**src/logic/dog_timer_defs.vh**
```
// Constants shared by the watchdog control block and its tick divider.
// Assumes inclusion by bare name from files under logic/.
`ifndef DOG_TIMER_DEFS_VH
`define DOG_TIMER_DEFS_VH

// Timing: system clock and the 1 kHz watchdog tick
`define CLK_PERIOD_NS      100
`define TICK_PERIOD_NS     1000000
`define TICK_DIV_CYCLES    (`TICK_PERIOD_NS / `CLK_PERIOD_NS)

// Register word indices; byte address is four times the index
`define IDX_DOG_CONTROL    2'h0
`define IDX_WINDOW_CONTROL 2'h1
`define IDX_SYNC_STATUS    2'h2
`define IDX_PROTECT_KEY    2'h3

// Control field layout (shared by both control registers), plus the status pending bit
`define FLD_UNLOCK         0
`define FLD_ENABLE         1
`define FLD_SEL_LO         2
`define FLD_SEL_HI         5
`define FLD_SYNC_PENDING   0

// Period selection
`define SEL_MAX_VALID      4'ha
`define PERIOD_BASE_TICKS  14'h0008

// Configuration change protection
`define PROTECT_OPEN_CYCLES 3'h4

// Power-on fuse capture delay through the pin synchronisers
`define FUSE_LOAD_CYCLES   3'h5

`endif

```
**src/logic/windowed_watchdog_control.v**
```verilog
// Windowed watchdog with Wishbone register access and protected writes.
// Assumes fuse pins are static after power-on and restart comes from CPU logic on i_clk.
//
// Register access over Wishbone was chosen for this implementation.
`timescale 1ns/100ps
`include "dog_timer_defs.vh"

module windowed_watchdog_control #(
    parameter integer TICK_DIV    = `TICK_DIV_CYCLES,
    parameter [7:0]   PROTECT_KEY = 8'h5a // Arbitrary value
) (
    input  wire        i_clk,                 // 10 MHz system clock
    input  wire        i_sys_rst,             // Async reset, active high
    input  wire        i_wb_cyc,              // Wishbone cycle
    input  wire        i_wb_stb,              // Wishbone strobe
    input  wire        i_wb_we,               // Wishbone write enable
    input  wire [3:0]  i_wb_adr,              // Byte address
    input  wire [3:0]  i_wb_sel,              // Byte selects
    input  wire [31:0] i_wb_dat,              // Write data
    output reg  [31:0] o_wb_dat,              // Read data
    output reg         o_wb_ack,              // Acknowledge
    input  wire        i_restart,             // Restart instruction pulse
    input  wire [3:0]  i_timeout_fuse_default,// Timeout code fuses
    input  wire [3:0]  i_window_fuse_default, // Closed window code fuses
    input  wire        i_enable_fuse,         // Enable at power-on fuse
    input  wire        i_window_enable_fuse,  // Window mode at power-on fuse
    input  wire        i_lock_fuse,           // Lock fuse
    output reg         o_dog_reset            // System reset request, held
);

    ////////////////////////////////////////////////////////////////////////
    // Tick divider

    wire tick;

    dog_tick_gen #(
        .DIV (TICK_DIV)
    ) u_tick (
        .i_clk     (i_clk),
        .i_sys_rst (i_sys_rst),
        .o_tick    (tick)
    );

    ////////////////////////////////////////////////////////////////////////
    // Fuse pins: three flops, accept when stages two and three agree

    localparam integer FUSE_W = 11;

    wire [FUSE_W-1:0] fuse_pins;
    reg  [FUSE_W-1:0] fuse_s1_reg;
    reg  [FUSE_W-1:0] fuse_s2_reg;
    reg  [FUSE_W-1:0] fuse_s3_reg;
    reg  [FUSE_W-1:0] fuse_reg;

    assign fuse_pins = {i_lock_fuse, i_window_enable_fuse, i_enable_fuse,
                        i_window_fuse_default, i_timeout_fuse_default};

    genvar g;
    generate
        for (g = 0; g < FUSE_W; g = g + 1) begin : g_fuse_sync
            always @(posedge i_clk or posedge i_sys_rst) begin
                if (i_sys_rst) begin
                    fuse_s1_reg[g] <= 1'b0;
                    fuse_s2_reg[g] <= 1'b0;
                    fuse_s3_reg[g] <= 1'b0;
                    fuse_reg[g]    <= 1'b0;
                end else begin
                    fuse_s1_reg[g] <= fuse_pins[g];
                    fuse_s2_reg[g] <= fuse_s1_reg[g];
                    fuse_s3_reg[g] <= fuse_s2_reg[g];
                    if (fuse_s2_reg[g] == fuse_s3_reg[g]) begin
                        fuse_reg[g] <= fuse_s3_reg[g];
                    end
                end
            end
        end
    endgenerate

    wire locked;
    assign locked = fuse_reg[10];

    // Settings are held in load state until the fuse pins have settled
    // Agreed fuse value exists only after four edges, so load runs through the fifth
    reg  [2:0] load_cnt_reg;
    wire       loaded;
    assign loaded = (load_cnt_reg == `FUSE_LOAD_CYCLES);

    always @(posedge i_clk or posedge i_sys_rst) begin
        if (i_sys_rst) begin
            load_cnt_reg <= 3'h0;
        end else if (!loaded) begin
            load_cnt_reg <= load_cnt_reg + 3'h1;
        end
    end

    ////////////////////////////////////////////////////////////////////////
    // Wishbone slave, one wait state, ack for one cycle

    wire       wb_req;
    wire [1:0] wb_idx;
    wire       wb_wr;
    wire [7:0] wr_byte;

    assign wb_req  = i_wb_cyc & i_wb_stb;
    assign wb_idx  = i_wb_adr[3:2];
    assign wb_wr   = wb_req & i_wb_we & o_wb_ack & i_wb_sel[0];
    assign wr_byte = i_wb_dat[7:0];

    // Timed protection: key write opens writes for a few cycles
    reg  [2:0] protect_cnt_reg;
    wire       protect_open;
    assign protect_open = (protect_cnt_reg != 3'h0);

    always @(posedge i_clk or posedge i_sys_rst) begin
        if (i_sys_rst) begin
            protect_cnt_reg <= 3'h0;
        end else if (wb_wr && wb_idx == `IDX_PROTECT_KEY && wr_byte == PROTECT_KEY) begin
            protect_cnt_reg <= `PROTECT_OPEN_CYCLES;
        end else if (protect_open) begin
            protect_cnt_reg <= protect_cnt_reg - 3'h1;
        end
    end

    ////////////////////////////////////////////////////////////////////////
    // Software-side settings and watchdog-side active settings

    reg  [3:0] sw_period_reg;
    reg        sw_enable_reg;
    reg  [3:0] sw_closed_reg;
    reg        sw_window_reg;
    reg  [3:0] act_period_reg;
    reg        act_enable_reg;
    reg  [3:0] act_closed_reg;
    reg        act_window_reg;
    reg        sync_pending_reg;

    wire ctrl_accept;
    wire win_accept;
    wire any_accept;

    // Unlock bit rides in the same write; protection must be open
    assign ctrl_accept = wb_wr && wb_idx == `IDX_DOG_CONTROL && protect_open
                         && wr_byte[`FLD_UNLOCK] && !locked;
    assign win_accept  = wb_wr && wb_idx == `IDX_WINDOW_CONTROL && protect_open
                         && wr_byte[`FLD_UNLOCK];
    assign any_accept  = ctrl_accept | win_accept;

    always @(posedge i_clk or posedge i_sys_rst) begin
        if (i_sys_rst) begin
            sw_period_reg <= 4'h0;
            sw_enable_reg <= 1'b0;
            sw_closed_reg <= 4'h0;
            sw_window_reg <= 1'b0;
        end else if (!loaded) begin
            sw_period_reg <= fuse_reg[3:0];
            sw_closed_reg <= fuse_reg[7:4];
            sw_enable_reg <= fuse_reg[8];
            sw_window_reg <= fuse_reg[9];
        end else begin
            if (ctrl_accept) begin
                sw_period_reg <= wr_byte[`FLD_SEL_HI:`FLD_SEL_LO];
                sw_enable_reg <= wr_byte[`FLD_ENABLE];
            end
            if (win_accept) begin
                sw_window_reg <= wr_byte[`FLD_ENABLE];
                if (!locked) begin
                    sw_closed_reg <= wr_byte[`FLD_SEL_HI:`FLD_SEL_LO];
                end
            end
        end
    end

    // While stopped the new value lands one cycle after the write; while running it waits for a tick
    wire apply_direct;
    wire apply_sync;
    assign apply_direct = !act_enable_reg;
    assign apply_sync   = act_enable_reg & sync_pending_reg & tick;

    always @(posedge i_clk or posedge i_sys_rst) begin
        if (i_sys_rst) begin
            sync_pending_reg <= 1'b0;
        end else if (any_accept && act_enable_reg) begin
            sync_pending_reg <= 1'b1;
        end else if (apply_sync || !act_enable_reg) begin
            sync_pending_reg <= 1'b0;
        end
    end

    // Copy taken one cycle late so it sees the freshly written settings
    reg copy_reg;
    always @(posedge i_clk or posedge i_sys_rst) begin
        if (i_sys_rst) begin
            copy_reg <= 1'b0;
        end else begin
            copy_reg <= (!loaded) | (any_accept & apply_direct);
        end
    end

    always @(posedge i_clk or posedge i_sys_rst) begin
        if (i_sys_rst) begin
            act_period_reg <= 4'h0;
            act_enable_reg <= 1'b0;
            act_closed_reg <= 4'h0;
            act_window_reg <= 1'b0;
        end else if (copy_reg || apply_sync) begin
            act_period_reg <= sw_period_reg;
            act_enable_reg <= sw_enable_reg;
            act_closed_reg <= sw_closed_reg;
            act_window_reg <= sw_window_reg;
        end
    end

    ////////////////////////////////////////////////////////////////////////
    // Register reads

    always @(posedge i_clk or posedge i_sys_rst) begin
        if (i_sys_rst) begin
            o_wb_ack <= 1'b0;
            o_wb_dat <= 32'h00000000;
        end else begin
            o_wb_ack <= wb_req & ~o_wb_ack;
            if (wb_req && !o_wb_ack) begin
                case (wb_idx)
                    `IDX_DOG_CONTROL: begin
                        o_wb_dat <= {26'h0000000, sw_period_reg, sw_enable_reg, 1'b0};
                    end
                    `IDX_WINDOW_CONTROL: begin
                        o_wb_dat <= {26'h0000000, sw_closed_reg, sw_window_reg, 1'b0};
                    end
                    `IDX_SYNC_STATUS: begin
                        o_wb_dat <= {31'h00000000, sync_pending_reg};
                    end
                    default: begin
                        o_wb_dat <= 32'h00000000;
                    end
                endcase
            end
        end
    end

    ////////////////////////////////////////////////////////////////////////
    // Restart hand-over: held until the next tick consumes it

    reg restart_pending_reg;

    always @(posedge i_clk or posedge i_sys_rst) begin
        if (i_sys_rst) begin
            restart_pending_reg <= 1'b0;
        end else if (i_restart) begin
            restart_pending_reg <= 1'b1;
        end else if (tick) begin
            restart_pending_reg <= 1'b0;
        end
    end

    ////////////////////////////////////////////////////////////////////////
    // Period counter and window phases

    localparam [1:0] ST_IDLE   = 2'h0;
    localparam [1:0] ST_CLOSED = 2'h1;
    localparam [1:0] ST_OPEN   = 2'h2;
    localparam [1:0] ST_FIRED  = 2'h3;

    reg  [1:0]  state_reg;
    reg  [1:0]  state_next;
    reg  [13:0] count_reg;
    reg  [13:0] count_next;
    reg         fire_next;

    wire        period_valid;
    wire        closed_valid;
    wire [13:0] period_len;
    wire [13:0] closed_len;
    wire        restart_now;
    wire [1:0]  start_state;

    assign period_valid = act_period_reg <= `SEL_MAX_VALID;
    assign closed_valid = act_closed_reg <= `SEL_MAX_VALID;
    assign period_len   = `PERIOD_BASE_TICKS << act_period_reg;
    assign closed_len   = `PERIOD_BASE_TICKS << act_closed_reg;
    assign restart_now  = tick & restart_pending_reg;
    // Closed window only in window mode with a valid code
    assign start_state  = (act_window_reg && closed_valid) ? ST_CLOSED : ST_OPEN;

    always @* begin
        state_next = state_reg;
        count_next = count_reg;
        fire_next  = 1'b0;
        case (state_reg)
            ST_IDLE: begin
                count_next = 14'h0000;
                if (act_enable_reg) begin
                    state_next = start_state;
                end
            end
            ST_CLOSED: begin
                if (!act_enable_reg) begin
                    state_next = ST_IDLE;
                end else if (restart_now) begin
                    fire_next  = 1'b1;
                    state_next = ST_FIRED;
                end else if (tick) begin
                    if (count_reg == closed_len - 14'h0001) begin
                        count_next = 14'h0000;
                        state_next = ST_OPEN;
                    end else begin
                        count_next = count_reg + 14'h0001;
                    end
                end
            end
            ST_OPEN: begin
                if (!act_enable_reg) begin
                    state_next = ST_IDLE;
                end else if (restart_now) begin
                    count_next = 14'h0000;
                    state_next = start_state;
                end else if (tick && period_valid) begin
                    if (count_reg == period_len - 14'h0001) begin
                        fire_next  = 1'b1;
                        state_next = ST_FIRED;
                    end else begin
                        count_next = count_reg + 14'h0001;
                    end
                end
            end
            ST_FIRED: begin
                state_next = ST_FIRED;
            end
            default: begin
                state_next = ST_IDLE;
            end
        endcase
    end

    // Reset request holds until system reset clears it
    always @(posedge i_clk or posedge i_sys_rst) begin
        if (i_sys_rst) begin
            state_reg   <= ST_IDLE;
            count_reg   <= 14'h0000;
            o_dog_reset <= 1'b0;
        end else begin
            state_reg <= state_next;
            count_reg <= count_next;
            if (fire_next) begin
                o_dog_reset <= 1'b1;
            end
        end
    end

endmodule

```
**src/logic/dog_tick_gen.v**
```verilog
// Divider that turns the system clock into the 1 kHz watchdog tick enable.
// Assumes one free-running system clock; the tick is a one-cycle pulse.
`timescale 1ns/100ps
`include "dog_timer_defs.vh"

module dog_tick_gen #(
    parameter integer DIV = `TICK_DIV_CYCLES
) (
    input  wire i_clk,     // System clock
    input  wire i_sys_rst, // Async reset, active high
    output reg  o_tick     // One-cycle 1 kHz enable
);

    reg [15:0] count_reg;

    always @(posedge i_clk or posedge i_sys_rst) begin
        if (i_sys_rst) begin
            count_reg <= 16'h0000;
            o_tick    <= 1'b0;
        end else if (count_reg == DIV[15:0] - 16'h0001) begin
            count_reg <= 16'h0000;
            o_tick    <= 1'b1;
        end else begin
            count_reg <= count_reg + 16'h0001;
            o_tick    <= 1'b0;
        end
    end

endmodule

```
**config.mk**
```make
export PLATFORM = sky130hd
export DESIGN_NAME = windowed_watchdog_control
export DESIGN_NICKNAME = d
export VERILOG_FILES = /design/src/logic/windowed_watchdog_control.v /design/src/logic/dog_tick_gen.v
export VERILOG_INCLUDE_DIRS = /design/src /design/src/logic
export SDC_FILE = /design/constraint.sdc
export NUM_CORES = 1
export LEC_CHECK = 0
export BUFFER_PORTS_ARGS = -buffer_cell sky130_fd_sc_hd__buf_2
export CORE_MARGIN = 5
export CORE_UTILIZATION = 50
export CTS_BUF_LIST = sky130_fd_sc_hd__clkbuf_4 sky130_fd_sc_hd__clkbuf_8
export DETAILED_ROUTE_END_ITERATION = 10
export PLACE_DENSITY = 0.67
export SLEW_MARGIN = 20
export SYNTH_ARGS = -nofsm -noshare
export SYNTH_HDL_FRONTEND = slang
export SYNTH_SLANG_ARGS = --single-unit
```
**constraint.sdc**
```tcl
create_clock -name i_clk -period 4 [get_ports i_clk]
set_input_delay 0.2 -clock i_clk [delete_from_list [all_inputs] [get_ports i_clk]]
set_output_delay 0.2 -clock i_clk [all_outputs]
set_load 0.01 [all_outputs]
```
==> impl_metrics.ini, run 1 <==
[sta]
hold_viol = 0
report.final.slew_viol_count = 0
finalSetupViolations = 0
final_period_demand_of_the_worst_path_ns = 3.50
finalSetupTns_ns = 0
fmax_mhz = 286
rsz0062_at_grt = false
fin_worst_skew_ns = 0.00961
max_slew.worst_pin.slew_ns = 0.995
max-slew-margin-rel = 0.333
timing.final.crit_share = 0.874

[hold_path]
min_delay_path_depth = 3
min_delay_worst_endpoint = sw_closed_reg[2]
hold_path.startpoint = i_wb_dat[4]
holdCritPathClass = in2reg

[setup_path]
cp_cell_sequence = or2_2, or3_1, ha_1, nor3_1, mux2i_1, o21ai_0, xnor2_1, nand4b_1, o221ai_4, nor2_4, mux2_2
rr_worst_depth = 11
startpoint_type = flop
highest_fanout_seen_on_the_critical_path = 14
critical_path.reg2reg.startpoint = act_closed_reg[2]
critical_register_to_register_path_endpoint = count_reg[0]
cp_data_required_time_ns = 4.32
timing.reg2reg.setup_slack_ns = 0.50
worstSetupStartpoint = act_closed_reg[2]
worstSetupPathType = reg2reg
endpoint_kind = flop
critical-path-slowest-cell = o221ai_4
timing.critical_path.slowest_cell_delay_ns = 0.53
worst-endpoint-arrival_ns = 3.82

[floorplanning]
fp.coreArea_mm2 = 0.0119
die-width_um = 120
dieArea_mm2 = 0.0143
floorplan.initialDensity = 0.504
die-height_um = 120
io_pins = 91
fp-row-count = 40

[yosys]
synthesis.area_per_instance_um2 = 10.0
synth_top_flop_cell = dfrtp_1
yosysUniqueCellTypes = 70
post_synth_instance_area_mm2 = 0.00600
synth_seq_area_share = 0.475
synth_top_area_frac = 0.475
synthDominantAreaCellType = dfrtp_1
synth.yosys.warnings = 0
synth-edff-count = 0
asyncSetResetFlopFracSynth = 1.00
syn_inst = 598
seq_cells_post_synth = 114
netlist_top_cells_area = dfrtp_1 (48%), buf_4 (3.5%), nand2_1 (3.5%)

[clock_tree]
h_tree_levels = 4
clockBufferDepth = 2
cts.clk_slew.worst_paths_ns = 0.07
cts_root_buf = clkbuf_8
cts_tree = built
cts_repair_resize_count = 0
latest_clock_arrival_within_the_worst_skew_pair_ns = 0.43
tritoncts_sinks = 114
cts-buffers-inserted = 17

[routing]
wl_met1_mm = 5.24
drt-total-wl_mm = 11.8
drc_errors = 0
via_count = 4353
met2RoutedLength_mm = 5.75
detail_route.first_pass.iterations = 4
routed_via_density = 5.43
routed.top_layer = met4
route.detailed.wl_per_inst_um = 14.8
antenna_violating_nets_post_route = 0
detail_route.iter0.violations = 244
route.met3.wl_um = 593

[run]
cap_viol_max_count = 0

[layout]
largest_register_ff_count = 16
antenna_cells = 0
layoutNonFillerInstCount = 801
share_of_layout_cells_above_drive_strength_1 = 0.165
areaGrowthSynthToFinish_pct = 12.0
num-nets-final = 711
num-fill-cells = 1017

[global_routing]
grt_pass1_vias = 4347
antenna_found_initial = 0
grtUsageTotal = 0.176
grt_pass1_wl_mm = 20.4
globalRouteOverflowTotal = 0
grt_start_max_net_pins = 50

[power]
peakVddDrop_uv = 359
post-layout-total-power_uw = 3230
power_density_mw_per_mm2 = 480
total_leakage_power_uw = 0.00309

[placement]
dpl.cell_count = 755
place_congestion = 0.855
post-dp-hpwl_mm = 8.37
portBuffers = 35

[outcome]
outcome = completed
[what timing repair did]
action	4_1_cts	5_1_grt
hold endpoints to repair	60	0
hold buffers	14	0
setup buffers	0	0
[cell usage in the layout (no fill, tap or decap), types with 10 or more instances in the layout]
cell type      netlist  layout
a21oi_1             23      23
buf_2               11      35
buf_4               28      10
clkbuf_8             0      17
conb_1               1      26
dfrtp_1            114     114
dlygate4sd3_1        0      14
ha_1                13      13
inv_1               17      16
maj3_1              11      11
mux2_2              10      10
mux2i_1             15      15
nand2_1             56      56
nand3_1             20      20
nor2_1              52      52
nor2b_1             13      13
nor3_1              12      12
o21ai_0             20      20
xnor2_1             11      11
xor2_1              14      14
[cell usage after synthesis, types with 4 or more instances]
| cell type | number |
|---|---|
| a21o_1 | 4 |
| a21oi_1 | 23 |
| a22o_1 | 8 |
| a31oi_1 | 6 |
| and2_1 | 5 |
| and3_1 | 7 |
| buf_2 | 11 |
| buf_4 | 28 |
| buf_6 | 5 |
| clkbuf_1 | 15 |
| dfrtp_1 | 114 |
| ha_1 | 13 |
| inv_1 | 17 |
| maj3_1 | 11 |
| mux2_2 | 10 |
| mux2i_1 | 15 |
| nand2_1 | 56 |
| nand2b_1 | 4 |
| nand3_1 | 20 |
| nand3b_1 | 5 |
| nand4_1 | 8 |
| nor2_1 | 52 |
| nor2b_1 | 13 |
| nor3_1 | 12 |
| nor3b_1 | 4 |
| o21ai_0 | 20 |
| o21ai_1 | 8 |
| o21ai_2 | 5 |
| o22ai_1 | 6 |
| o31ai_1 | 5 |
| or3_1 | 6 |
| xnor2_1 | 11 |
| xor2_1 | 14 |
[report_power, final]
part	internal [uW]	switching, uW	total (uW)
logic	308	458	766
registers	1240	63.7	1310
clock network	693	465	1160
total	2240	987	3230
[metal layers]
layer,vias up,global-route usage
met4,0,0.0716
met3,18,0.0434
met5,-,0
met2,107,0.290
met1,2092,0.222
li1,2136,-
[worst max-delay path: cells and delay by family (launching register included)]
family / cells / cell delay, ns
simple gates: 5 / 1.37
compound gates: 2 / 0.74
fa+ha+maj: 1 / 0.32
flops: 1 / 0.37
xor+xnor: 1 / 0.18
mux: 2 / 0.41
[worst max path at each step]
stage | end | slack [ns]
after global routing | count_reg[11] | 0.19
after floorplan | act_closed_reg[0] | 0.78
after CTS | count_reg[0] | 0.50
after detailed placement | count_reg[0] | 0.54
final | count_reg[0] | 0.50
after global placement | count_reg[0] | 0.58
[kinds of logic (layout without fill, tap and decap cells)]
group,after synthesis,count (layout),share of synthesized area
XOR/XNOR,26,26,0.0392
flip-flops,114,114,0.475
AND/OR/NAND/NOR,213,213,0.182
other,1,26,0.000625
AO/OA/AOI/OAI,117,117,0.137
multiplexers,26,26,0.0463
buffers and inverters,77,108,0.0742
adder cells (fa/ha/maj),24,24,0.0454
[metrics by stage]
stage               hold slack (ns)  instance area (um2)   util  setup slack (ns)
global route                 0.0175                 6730  0.565             0.188
global placement              0.307                 6150  0.517             0.580
floorplan                     0.231                 6100      -             0.784
finish                       0.0319                 6730  0.565             0.503
detailed placement            0.309                 6150  0.517             0.535
CTS                       0.0000264                 6730  0.565             0.503
[layout make-up]
class	count	area, um2	area share
clock inverter	13	185	0.0275
inverter	17	66.3	0.00986
tap	147	184	0.0273
sequential	114	2850	0.424
clock buffer	19	249	0.0370
multi-input combinational	432	2800	0.416
timing repair buffer	59	390	0.0580
No activity file was read; power rests on OpenSTA's default activity.
==> run 2: changes to the inputs <==
Settings changed: RECOVER_POWER from default to 25.
==> run 2 against run 1 <==
Sequential power about the same; the run now ends with max-capacitance violations, max-slew violations left; routed wire length hardly changed; highest routed layer unchanged; flip-flop and latch count did not move; global-route usage unchanged.
==> impl_metrics.ini, run 2 (same netlist as run 1, synthesis figures left out) <==
[global_routing]
grt_pass1_vias = 4347
globalRouteOverflowTotal = 0
grt_pass1_wl_mm = 20.4
grtUsageTotal = 0.176
grt_start_max_net_pins = 50
antenna_found_initial = 0

[run]
cap_viol_max_count = 1

[power]
power_density_mw_per_mm2 = 480
post-layout-total-power_uw = 3230
total_leakage_power_uw = 0.00309
peakVddDrop_uv = 359

[clock_tree]
clockBufferDepth = 2
cts_root_buf = clkbuf_8
cts-buffers-inserted = 17
cts.clk_slew.worst_paths_ns = 0.07
latest_clock_arrival_within_the_worst_skew_pair_ns = 0.43
cts_setup_buffers = 0
h_tree_levels = 4
tritoncts_sinks = 114
cts_tree = built

[layout]
layout.cells.most_common = dfrtp_1
largest_register_ff_count = 16
num-nets-final = 711
layoutNonFillerInstCount = 801
antenna_cells = 0
areaGrowthSynthToFinish_pct = 12.0
final_cell_area_mm2 = 0.00673
mostFrequentLayoutCells = dfrtp_1 (114), nand2_1 (56), nor2_1 (52)
final_core_utilization = 0.565
share_of_layout_cells_above_drive_strength_1 = 0.165

[setup_path]
rr_worst_depth = 11
worst-endpoint-arrival_ns = 3.82
timing.critical_path.slowest_cell_delay_ns = 0.53
timing.reg2reg.setup_slack_ns = 0.50
startpoint_type = flop
critical_register_to_register_path_endpoint = count_reg[0]
cp_data_required_time_ns = 4.32
endpoint_kind = flop
critical-path-slowest-cell = o221ai_4
worstSetupPathType = reg2reg
critical_path.reg2reg.startpoint = act_closed_reg[2]
cp_cell_sequence = or2_2, or3_1, ha_1, nor3_1, mux2i_1, o21ai_0, xnor2_1, nand4b_1, o221ai_4, nor2_4, mux2_2
highest_fanout_seen_on_the_critical_path = 14

[sta]
finalSetupViolations = 0
rsz0062_at_grt = false
timing.final.crit_share = 0.875
hold_viol = 0
report.final.slew_viol_count = 50
fmax_mhz = 286
fin_worst_skew_ns = 0.00961
finalSetupTns_ns = 0
max_slew.worst_pin.slew_ns = 2.06
max-slew-margin-rel = -0.381
final_period_demand_of_the_worst_path_ns = 3.50

[floorplanning]
fp.coreArea_mm2 = 0.0119
floorplan.initialDensity = 0.504
fp-row-count = 40
die-width_um = 120
io_pins = 91
die-height_um = 120
dieArea_mm2 = 0.0143

[placement]
portBuffers = 35
post-dp-hpwl_mm = 8.37
dpl.cell_count = 755
place_congestion = 0.855
detailed_place.area_mm2 = 0.00615

[outcome]
outcome = finished with violations
failing_checks = max-capacitance violations, max-slew violations

[routing]
via_count = 4343
detail_route.iter0.violations = 244
detail_route.first_pass.iterations = 4
drc_errors = 0
wl_met1_mm = 5.28
drt-total-wl_mm = 11.8
route.detailed.wl_per_inst_um = 14.8
route.met3.wl_um = 587
routed_via_density = 5.42
met2RoutedLength_mm = 5.71
routed.top_layer = met4
antenna_violating_nets_post_route = 0

[hold_path]
hold_path.startpoint = i_wb_dat[4]
min_delay_worst_endpoint = sw_closed_reg[2]
min_delay_path_depth = 3
holdCritPathClass = in2reg
## run 2: cell count changes in the layout (fill, tap and decap cells not counted)
cell,before,now
clkinvlp_2,0,1
inv_4,1,0
## run 2: worst max path at each step
| stage | from | to | slack, ns | cells after the start |
|---|---|---|---|---|
| 3_3_place_gp | act_closed_reg[2] | count_reg[0] | 0.58 | 11 |
| 2_1_floorplan | i_sys_rst | act_closed_reg[0] | 0.78 | 1 |
| 3_5_place_dp | act_closed_reg[2] | count_reg[0] | 0.54 | 11 |
| 5_1_grt | act_closed_reg[2] | count_reg[11] | 0.19 | 11 |
| 4_1_cts | act_closed_reg[2] | count_reg[0] | 0.50 | 11 |
| 6_report | act_closed_reg[2] | count_reg[0] | 0.50 | 11 |
## run 2: routing by layer
layer | track usage | vias to the layer above
met2 | 0.290 | 107
met5 | 0 | -
met4 | 0.0716 | 0
met3 | 0.0434 | 18
li1 | - | 2135
met1 | 0.222 | 2083
## run 2: where the power goes
| group | leakage [uW] | switching, uW | internal, uW |
|---|---|---|---|
| Combinational | 0.00146 | 458 | 308 |
| Sequential | 0.00141 | 63.7 | 1240 |
| Clock | 0.000217 | 465 | 693 |
| Total | 0.00309 | 987 | 2240 |
## run 2: worst max-delay path: cells and delay by family, from the launching register on
family | cells | cell delay [ns]
XOR/XNOR | 1 | 0.18
flip-flops | 1 | 0.37
adder cells (fa/ha/maj) | 1 | 0.32
AO/OA/AOI/OAI | 2 | 0.74
AND/OR/NAND/NOR | 5 | 1.37
multiplexers | 2 | 0.41
## run 2: repair_timing
item | 4_1_cts | 5_1_grt
hold buffers | 14 | 0
endpoints found under the hold margin | 60 | 0
resized for setup | 0 | 0
## run 2: metrics by stage
stage / hold WS (ns) / setup slack (ns)
2_1_floorplan: 0.231 / 0.784
3_3_place_gp: 0.307 / 0.580
3_5_place_dp: 0.309 / 0.535
4_1_cts: 0.0000264 / 0.503
5_1_grt: 0.0175 / 0.188
6_report: 0.0314 / 0.500
## run 2: cell type report
class | count | area, um2
Multi-Input combinational cell | 432 | 2800
Tap cell | 147 | 184
Inverter | 17 | 65.1
Clock buffer | 19 | 249
Fill cell | 1018 | 5180
Clock inverter | 13 | 185
Timing Repair Buffer | 59 | 390
Sequential cell | 114 | 2850
